===== config.mk =====
export PLATFORM = sky130hd
export DESIGN_NAME = gp8_port
export DESIGN_NICKNAME = d
export VERILOG_FILES = /design/src/gp8_pin_cell.v /design/src/gp8_port.v
export VERILOG_INCLUDE_DIRS = /design/src /design/src/src
export SDC_FILE = /design/constraint.sdc
export NUM_CORES = 1
export LEC_CHECK = 0
export ABC_AREA = 1
export BUFFER_PORTS_ARGS = -buffer_cell sky130_fd_sc_hd__buf_2
export CORE_AREA = 2 2 87 123
export CTS_BUF_LIST = sky130_fd_sc_hd__clkbuf_4 sky130_fd_sc_hd__clkbuf_8 sky130_fd_sc_hd__clkbuf_16
export DETAILED_ROUTE_END_ITERATION = 10
export DIE_AREA = 0 0 89 125
export PLACE_DENSITY = 0.78
export RECOVER_POWER = 25
export SLEW_MARGIN = 20
export SYNTH_ARGS = -nofsm -noshare
export SYNTH_HDL_FRONTEND = slang
export SYNTH_SLANG_ARGS = --single-unit

===== constraint.sdc =====
create_clock -name pclk -period 3.8 [get_ports pclk]
set_input_delay 0.19 -clock pclk [delete_from_list [all_inputs] [get_ports pclk]]
set_output_delay 0.19 -clock pclk [all_outputs]
set_load 0.01 [all_outputs]

===== src/gp8_port_regs.vh =====
// Operation
// - Direction one drives pin from latch.
// - Direction zero makes pin an input.
// - Data writes always update the latch.
// - Output pins read back the latch.
// - Input pins read level; modify reads latch.
// - Peripheral output drives pin, readable level.
// - Peripheral input pins read level normally.
// - Disable bit one enables digital input.
// - Reset clears direction and disable bits.
// - Standby select one floats pins, inputs low.
// - Standby select zero holds pin states.
// - Pull-up connects unless pin outputs low.
// - Positive comparator input follows input-off bit.
// - Negative comparator needs both bits zero.
// - Comparator enable ignores latch and direction.
`ifndef GP8_PORT_REGS_VH
`define GP8_PORT_REGS_VH

// ****************************************************************
// Register map
// ****************************************************************
`define GP8_OFF_DATA        12'h000
`define GP8_OFF_DIR         12'h004
`define GP8_OFF_PULLUP      12'h008
`define GP8_OFF_AIDIS       12'h00C
`define GP8_OFF_CTRL        12'h010
`define GP8_OFF_DATA_LATCH  12'h014

// ****************************************************************
// Fields and reset values
// ****************************************************************
`define GP8_CTRL_PINST_BIT  0
`define GP8_CTRL_STBY_BIT   1
`define GP8_CTRL_INOFF0_BIT 2
`define GP8_CTRL_NSRC0_BIT  3
`define GP8_CTRL_INOFF1_BIT 4
`define GP8_CTRL_NSRC1_BIT  5
`define GP8_CTRL_WIDTH      6
`define GP8_RST_DATA        8'h00
`define GP8_RST_DIR         8'h00
`define GP8_RST_PULLUP      8'h00
`define GP8_RST_AIDIS       8'h00
`define GP8_RST_CTRL        6'h00
`define GP8_CMP0_N_PIN      0
`define GP8_CMP0_P_PIN      1
`define GP8_CMP1_N_PIN      3
`define GP8_CMP1_P_PIN      4
`define GP8_ANALOG_MASK     8'hFF

`endif


===== src/gp8_pin_cell.v =====
`timescale 1ns/1ps
// ****************************************************************
// One pin: drive, pull-up and digital input gating
// ****************************************************************
module gp8_pin_cell (
    input  wire pclk,
    input  wire presetn,
    input  wire latch_bit,
    input  wire dir_bit,
    input  wire pull_bit,
    input  wire aidis_bit,
    input  wire analog_pin,
    input  wire periph_oe,
    input  wire periph_out,
    input  wire standby_float,
    input  wire freeze,
    input  wire pin_in,
    output reg  pin_out_q,
    output reg  pin_oe_q,
    output reg  pull_q,
    output reg  din_q
);
    reg  drive_oe;
    reg  drive_val;
    reg  din_ok;

    always @* begin
        drive_oe  = periph_oe | dir_bit;
        drive_val = periph_oe ? periph_out : latch_bit;
        din_ok    = ~analog_pin | aidis_bit;
    end

    always @(posedge pclk or negedge presetn) begin
        if (!presetn) begin
            pin_out_q <= 1'b0;
            pin_oe_q  <= 1'b0;
            pull_q    <= 1'b0;
            din_q     <= 1'b0;
        end else if (standby_float) begin
            // Input forced low so an open pin cannot draw leakage current.
            pin_out_q <= 1'b0;
            pin_oe_q  <= 1'b0;
            pull_q    <= 1'b0;
            din_q     <= 1'b0;
        end else if (!freeze) begin
            pin_out_q <= drive_val;
            pin_oe_q  <= drive_oe;
            pull_q    <= pull_bit & ~(drive_oe & ~drive_val);
            din_q     <= din_ok & pin_in;
        end
    end
endmodule // gp8_pin_cell


===== src/gp8_port.v =====
`timescale 1ns/1ps
`include "gp8_port_regs.vh"
module gp8_port #(
    parameter WIDTH = 8
) (
    input  wire             pclk,
    input  wire             presetn,
    input  wire             psel,
    input  wire             penable,
    input  wire             pwrite,
    input  wire [11:0]      paddr,
    input  wire [31:0]      pwdata,
    output reg  [31:0]      prdata,
    output reg              pready,
    output reg              pslverr,
    input  wire [WIDTH-1:0] pin_in,
    output wire [WIDTH-1:0] pin_out,
    output wire [WIDTH-1:0] pin_oe,
    output wire [WIDTH-1:0] pull_en,
    output wire [WIDTH-1:0] din,
    input  wire [WIDTH-1:0] periph_oe,
    input  wire [WIDTH-1:0] periph_out,
    input  wire             stop_watch_mode,
    output reg              cmp0_p_en_q,
    output reg              cmp0_n_en_q,
    output reg              cmp1_p_en_q,
    output reg              cmp1_n_en_q
);
    // ****************************************************************
    // Registers
    // ****************************************************************
    reg  [WIDTH-1:0]           port_data_latch_q;
    reg  [WIDTH-1:0]           port_direction_q;
    reg  [WIDTH-1:0]           port_pullup_enable_q;
    reg  [WIDTH-1:0]           analog_input_disable_low_q;
    reg  [`GP8_CTRL_WIDTH-1:0] standby_control_q;
    reg  [WIDTH-1:0]           rd_val;
    reg                        hit;
    wire                       wr_en;
    wire                       access;
    wire                       standby;
    wire                       standby_float;
    wire [WIDTH-1:0]           analog_mask;
    wire [31:0]                rd_word;

    assign access        = psel & penable & ~pready;
    assign wr_en         = access & pwrite;
    assign standby       = stop_watch_mode | standby_control_q[`GP8_CTRL_STBY_BIT];
    assign standby_float = standby & standby_control_q[`GP8_CTRL_PINST_BIT];
    assign analog_mask   = `GP8_ANALOG_MASK;

    always @(posedge pclk or negedge presetn) begin
        if (!presetn) begin
            port_data_latch_q          <= `GP8_RST_DATA;
            port_direction_q           <= `GP8_RST_DIR;
            port_pullup_enable_q       <= `GP8_RST_PULLUP;
            analog_input_disable_low_q <= `GP8_RST_AIDIS;
            standby_control_q          <= `GP8_RST_CTRL;
        end else if (wr_en) begin
            case (paddr)
                `GP8_OFF_DATA, `GP8_OFF_DATA_LATCH: begin
                    port_data_latch_q <= pwdata[WIDTH-1:0];
                end
                `GP8_OFF_DIR: begin
                    port_direction_q <= pwdata[WIDTH-1:0];
                end
                `GP8_OFF_PULLUP: begin
                    port_pullup_enable_q <= pwdata[WIDTH-1:0];
                end
                `GP8_OFF_AIDIS: begin
                    analog_input_disable_low_q <= pwdata[WIDTH-1:0];
                end
                `GP8_OFF_CTRL: begin
                    standby_control_q <= pwdata[`GP8_CTRL_WIDTH-1:0];
                end
                default: begin
                end
            endcase
        end
    end

    // ****************************************************************
    // Pins
    // ****************************************************************
    genvar g;
    generate
        for (g = 0; g < WIDTH; g = g + 1) begin : g_pin
            gp8_pin_cell u_cell (
                .pclk          (pclk),
                .presetn       (presetn),
                .latch_bit     (port_data_latch_q[g]),
                .dir_bit       (port_direction_q[g]),
                .pull_bit      (port_pullup_enable_q[g]),
                .aidis_bit     (analog_input_disable_low_q[g]),
                .analog_pin    (analog_mask[g]),
                .periph_oe     (periph_oe[g]),
                .periph_out    (periph_out[g]),
                .standby_float (standby_float),
                .freeze        (standby),
                .pin_in        (pin_in[g]),
                .pin_out_q     (pin_out[g]),
                .pin_oe_q      (pin_oe[g]),
                .pull_q        (pull_en[g]),
                .din_q         (din[g])
            );
        end
    endgenerate

    // ****************************************************************
    // Comparator input enables
    // ****************************************************************
    // Only the analog-disable, input-off and source-select bits matter here,
    // so the latch and direction never gate the comparator path.
    always @(posedge pclk or negedge presetn) begin
        if (!presetn) begin
            cmp0_p_en_q <= 1'b0;
            cmp0_n_en_q <= 1'b0;
            cmp1_p_en_q <= 1'b0;
            cmp1_n_en_q <= 1'b0;
        end else begin
            cmp0_p_en_q <= ~analog_input_disable_low_q[`GP8_CMP0_P_PIN]
                           & ~standby_control_q[`GP8_CTRL_INOFF0_BIT];
            cmp1_p_en_q <= ~analog_input_disable_low_q[`GP8_CMP1_P_PIN]
                           & ~standby_control_q[`GP8_CTRL_INOFF1_BIT];
            cmp0_n_en_q <= ~analog_input_disable_low_q[`GP8_CMP0_N_PIN]
                           & ~standby_control_q[`GP8_CTRL_INOFF0_BIT]
                           & ~standby_control_q[`GP8_CTRL_NSRC0_BIT];
            cmp1_n_en_q <= ~analog_input_disable_low_q[`GP8_CMP1_N_PIN]
                           & ~standby_control_q[`GP8_CTRL_INOFF1_BIT]
                           & ~standby_control_q[`GP8_CTRL_NSRC1_BIT];
        end
    end

    // ****************************************************************
    // Read path
    // ****************************************************************
    always @* begin
        rd_val = {WIDTH{1'b0}};
        hit    = 1'b1;
        case (paddr)
            `GP8_OFF_DATA: begin
                // Output pins show the latch; other pins show the live level,
                // which includes a peripheral's own drive.
                rd_val = (port_direction_q & ~periph_oe & port_data_latch_q)
                       | (~(port_direction_q & ~periph_oe) & pin_in);
            end
            `GP8_OFF_DATA_LATCH: begin
                rd_val = port_data_latch_q;
            end
            `GP8_OFF_DIR: begin
                rd_val = port_direction_q;
            end
            `GP8_OFF_PULLUP: begin
                rd_val = port_pullup_enable_q;
            end
            `GP8_OFF_AIDIS: begin
                rd_val = analog_input_disable_low_q;
            end
            `GP8_OFF_CTRL: begin
                rd_val = {{(WIDTH-`GP8_CTRL_WIDTH){1'b0}}, standby_control_q};
            end
            default: begin
                hit = 1'b0;
            end
        endcase
    end

    assign rd_word = {{(32-WIDTH){1'b0}}, rd_val};

    // One wait state: pready rises in the second access cycle.
    always @(posedge pclk or negedge presetn) begin
        if (!presetn) begin
            prdata  <= 32'h00000000;
            pready  <= 1'b0;
            pslverr <= 1'b0;
        end else if (access) begin
            prdata  <= pwrite ? 32'h00000000 : rd_word;
            pready  <= 1'b1;
            pslverr <= ~hit;
        end else begin
            prdata  <= 32'h00000000;
            pready  <= 1'b0;
            pslverr <= 1'b0;
        end
    end
endmodule // gp8_port


## Word-level counts from Yosys, hierarchy flattened

Index checks and enable logic that the tools add are counted.

| word-level totals | value |
|---|---|
| register bits | 108 |
| bits of input ports | 74 |
| output and inout bits | 70 |
| word-level logic and storage cells | 211 |

| operators by class | value |
|---|---|
| equality and inequality tests | 6 |
| muxes and demuxes | 78 |
| bitwise gates (word level) | 75 |
| reduce and logical (&&, ||, !) cells | 8 |

Operators with widths:

| kind | number |
|---|---|
| 1-bit two-way mux | 75 |
| 8-bit one-hot mux with 6 select lines | 1 |
| 1-bit AND | 34 |
| 1-bit NOT | 26 |
| 8-bit AND | 3 |
| 12-bit by 4-bit == test with 1-bit output, second input constant | 2 |
| 12-bit by 5-bit == test with 1-bit output, second input constant | 2 |
| 8-bit two-way mux | 2 |
| 8-bit NOT | 2 |
| 12-bit by 3-bit == test with 1-bit output, second input constant | 1 |
| 12-bit logical NOT | 1 |
| 2-bit AND reduction | 5 |
| 1-bit OR | 9 |
| 8-bit OR | 1 |
| 6-bit OR reduction | 1 |
| 2-bit by 1-bit != test with 1-bit output, second input constant | 1 |
| 2-bit OR reduction | 1 |

## Longest topological paths before layout

| depth | value |
|---|---|
| word-level depth | 8 |
| mapped depth | 10 |
| depth with buffers taken out | 9 |

## Cells and area by module

From an unflattened synthesis, not the netlist that was laid out.

| second synthesis, totals | value |
|---|---|
| cells, all modules | 571 |
| area total of the unflattened synthesis | 4500.6 um^2 |

Modules (own cells, without submodules):

| module | instances | cells an instance | area each (um^2) | sequential area each (um^2) |
|---|---|---|---|---|
| gp8_port | 1 | 347 | 2889.0 | 1301.2 |
| gp8_pin_cell | 8 | 28 | 201.4 | 100.1 |

## Worst setup path after synthesis

Ideal clock, no wire load.

| timing | value |
|---|---|
| kind | reg-to-reg |
| start | reg pready |
| end | reg port_direction_q[5] |
| library setup time | 0.121 ns |
| data arrival time | 1.303 ns |
| data required time | 3.679 ns |
| setup slack | 2.376 ns |
| cell stages (with the launch flop) | 6 |
| buffers on the path | 1 |
| period minus slack after synthesis | 1.424 ns |
| cell sequence | dfrtp_1 -> nor3_4 -> nand3_2 -> buf_6 -> nand2_1 -> o21ai_2 |

| between the ends | value |
|---|---|
| longest elaborated chain between the ends | 4 |

Ends and longest elaborated chain:

| what | RTL line | source |
|---|---|---|
| start, declared | gp8_port.v:14 | `output reg pready,` |
| start signal, assigned | gp8_port.v:174 | `pready <= 1'b0;` |
| start signal, assigned | gp8_port.v:178 | `pready <= 1'b1;` |
| start signal, assigned | gp8_port.v:182 | `pready <= 1'b0;` |
| 1-bit NOT | gp8_port.v:46 | `assign access = psel & penable & ~pready;` |
| 1-bit AND | gp8_port.v:46 |  |
| 1-bit AND | gp8_port.v:47 | `assign wr_en = access & pwrite;` |
| 2-bit AND reduction (no source line) | n/a |  |
| end signal, assigned | gp8_port.v:55 | `` port_direction_q <= `GP8_RST_DIR; `` |
| end signal, assigned | gp8_port.v:65 | `port_direction_q <= pwdata[WIDTH-1:0];` |
| end, declared | gp8_port.v:33 | `reg [WIDTH-1:0] port_direction_q;` |

No other way between the ends.
A chain may end at the register's enable or synchronous reset.

==> impl_metrics.toml <==
[synth]
synth.largest_area_cell = "dfrtp_1"
synth_edf_count = 0
ys_async_sr_fraction_pct = 100.0
synth.area.top_cells = "dfrtp_1, buf_4, nand2_1"
ys_seq_area_share_pct = 47.47
synth_seq_cells = 84
syn_avg_cell_area_um2 = 8.499
synth_ff_type = "dfrtp_1"
yosysWarnings = 0
netlist_area_mm2 = 0.004428
synth_cells = 521
synth_top_area_share_pct = 47.47
yosys.cell_types.count = 27

[critical_path]
cp_data_required_time_ps = 3840
critPathArrivalTime_ps = 2210
crit_path_max_incr_delay_ps = 1460
critPathTopFamily = "buffers and inverters"
worstSetupPathType = "input port to asynchronous set/reset pin"
cp-end-kind = "asynchronous set/reset pin"
critPathSlowestCell = "clkbuf_2"
critPathLaunchType = "input port"
crit_path_max_fanout = 84
crit_chain = "dlygate4sd3_1 > clkbuf_2"
critPathBufInv = 2

[clock_network]
post_cts_buffers = 0
cts-htree-levels = 3
cts_tree = "yes"
postCtsResizedCells = 0
cts.clk_slew.worst_paths_ps = 60
clock_latency_ps = 340
cts-root-buf = "clkbuf_16"
hold_buffers = 0
cts_sinks = 84
cts_buffers = 9
clock_path_buffers = 2

[sta]
clock.fmax_mhz = 461.0
hold_violations = 0
fin_crit_sh_pct = 57.08
finalSetupTns_ps = 0
rsz0062_at_grt = "no"
timing.final.crit_period_ps = 2169
fin_skew_ps = 5.104
maxSlewViolCount = 85
worst_slew_pin_slew_ps = 2039
setup_slack_ps = 1631
slew_headroom_pct = -35.91
finalSetupViolCount = 0

[placed_design]
place_area_mm2 = 0.004637
preCtsSetupSlack_ps = 1864
dpl.cell_count = 705
place_congestion = 0.8078
dp_hpwl_um = 6699
port-buffer-count = 95

[grt]
grt_overflow = 0
grt_pass1_vias = 3335
track_usage_pct = 18.50
grt_max_degree = 85
grt_pass1_wl_um = 15810
antenna_found_initial = 0

[finish]
final_cells = 722
area_growth_pct = 11.13
design_area_mm2 = 0.004921
drive_gt1_share_pct = 17.98
num-nets-final = 653
n_antenna_cell = 0

[route]
drc = 0
drtIter0Drc = 200
routed_via_density = 4.898
drt-total-wl_um = 9793
antenna_left = 0
vias = 3536
dr.pass1.iters = 5
post_drt_wl_per_cell_um = 13.56

[hold_path]
hp-class = "input port to register"

[die]
die_w_um = 89
start_util_pct = 43.71
row_count = 44
core_region_area_mm2 = 0.01013
io_pins = 144
die_h_um = 125
dieArea_mm2 = 0.01113

[outcome]
status = "finished with violations"
violations = "max-capacitance violations, max-slew violations"

[job]
cap_violations = 1

[pwr]
powerDensity_mw_per_mm2 = 410.9
peakVddDrop_uv = 202.6
leakage_nw = 2.377
totalPowerFinal_mw = 2.022
[metal layers]
layer	wire length (um)	global-route usage, %	up-vias	share of wire (%)
li1	-	-	1735	-
met1	3802	21.91	1656	39
met2	5194	31.56	129	53
met3	605	4.092	16	6.2
met4	191	7.989	0	2.0
met5	0	0	-	0
[registers in the layout (all words and copies together), names as in the netlist, 6 cells and up]
name	cells
analog_input_disable_low_q	8
g_pin.u_cell.din_q	8
g_pin.u_cell.pin_oe_q	8
g_pin.u_cell.pin_out_q	8
g_pin.u_cell.pull_q	8
port_data_latch_q	8
port_direction_q	8
port_pullup_enable_q	8
prdata	8
standby_control_q	6
[power breakdown]
part           internal, mW  switching (mW)  total [mW]
combinational        0.0450           0.106       0.151
clock                 0.607           0.342       0.949
sequential            0.912         0.00920       0.921
total                  1.56           0.458        2.02
[final cells by class]
class / instances / area (um^2)
multi-input combinational: 326 / 1648
sequential: 84 / 2102
clock buffer: 12 / 254.0
clock inverter: 4 / 72.57
inverter: 61 / 229.0
fill: 971 / 5209
timing repair buffer: 97 / 442.9
tap: 138 / 172.7
[path summary, 6_finish.rpt]
kind	startpoint	end	slack, ps	cells past startpoint
max	presetn	g_pin[4].u_cell.din_q$_DFFE_PN0P_	1630	2
max reg2reg	standby_control_q[1]$_DFFE_PN0P_	g_pin[2].u_cell.pin_oe_q$_DFFE_PN0P_	2070	4
min in group asynchronous	presetn	g_pin[1].u_cell.din_q$_DFFE_PN0P_	980	2
min	pin_in[3]	g_pin[3].u_cell.din_q$_DFFE_PN0P_	110	3
max in group pclk	standby_control_q[1]$_DFFE_PN0P_	g_pin[2].u_cell.pin_oe_q$_DFFE_PN0P_	2070	4
min reg2reg	analog_input_disable_low_q[4]$_DFFE_PN0P_	cmp1_p_en_q$_DFF_PN0_	490	1
[synth_stat cells, types with 2 or more instances]
library cell	n
dfrtp_1	84
o21ai_2	14
nand3_4	2
nor3_1	3
nand2_4	3
nor2_1	30
nand3_1	61
buf_2	8
buf_6	5
a21oi_1	7
o21ai_0	42
o21ai_1	24
o22ai_1	14
buf_4	57
nand2_1	87
clkbuf_1	3
nand2_2	3
inv_1	60
nor2_4	6
[metrics by stage]
step / utilization [%] / hold slack, ps
after floorplan: - / -105.6
after global placement: 45.78 / 424.6
after detailed placement: 45.78 / 434.1
after CTS: 49.00 / 69.60
after global routing: 48.58 / 114.9
final: 48.58 / 106.2
[placed cells by master, fill, tap and decap left out, types with 24 or more instances in the layout]
| master | netlist | layout |
|---|---|---|
| conb_1 | 1 | 24 |
| o21ai_0 | 42 | 42 |
| buf_2 | 8 | 54 |
| dfrtp_1 | 84 | 84 |
| nor2_1 | 30 | 30 |
| clkbuf_1 | 3 | 40 |
| nand3_1 | 61 | 61 |
| inv_1 | 60 | 60 |
| o21ai_1 | 24 | 24 |
| nand2_1 | 87 | 87 |
[logic make-up after synthesis]
group,synth area share [%]
compound gates,13.20
buf+inv,17.26
flops,47.47
simple gates,21.98
other cells,0.08469
(Power assumes the default switching activity.)
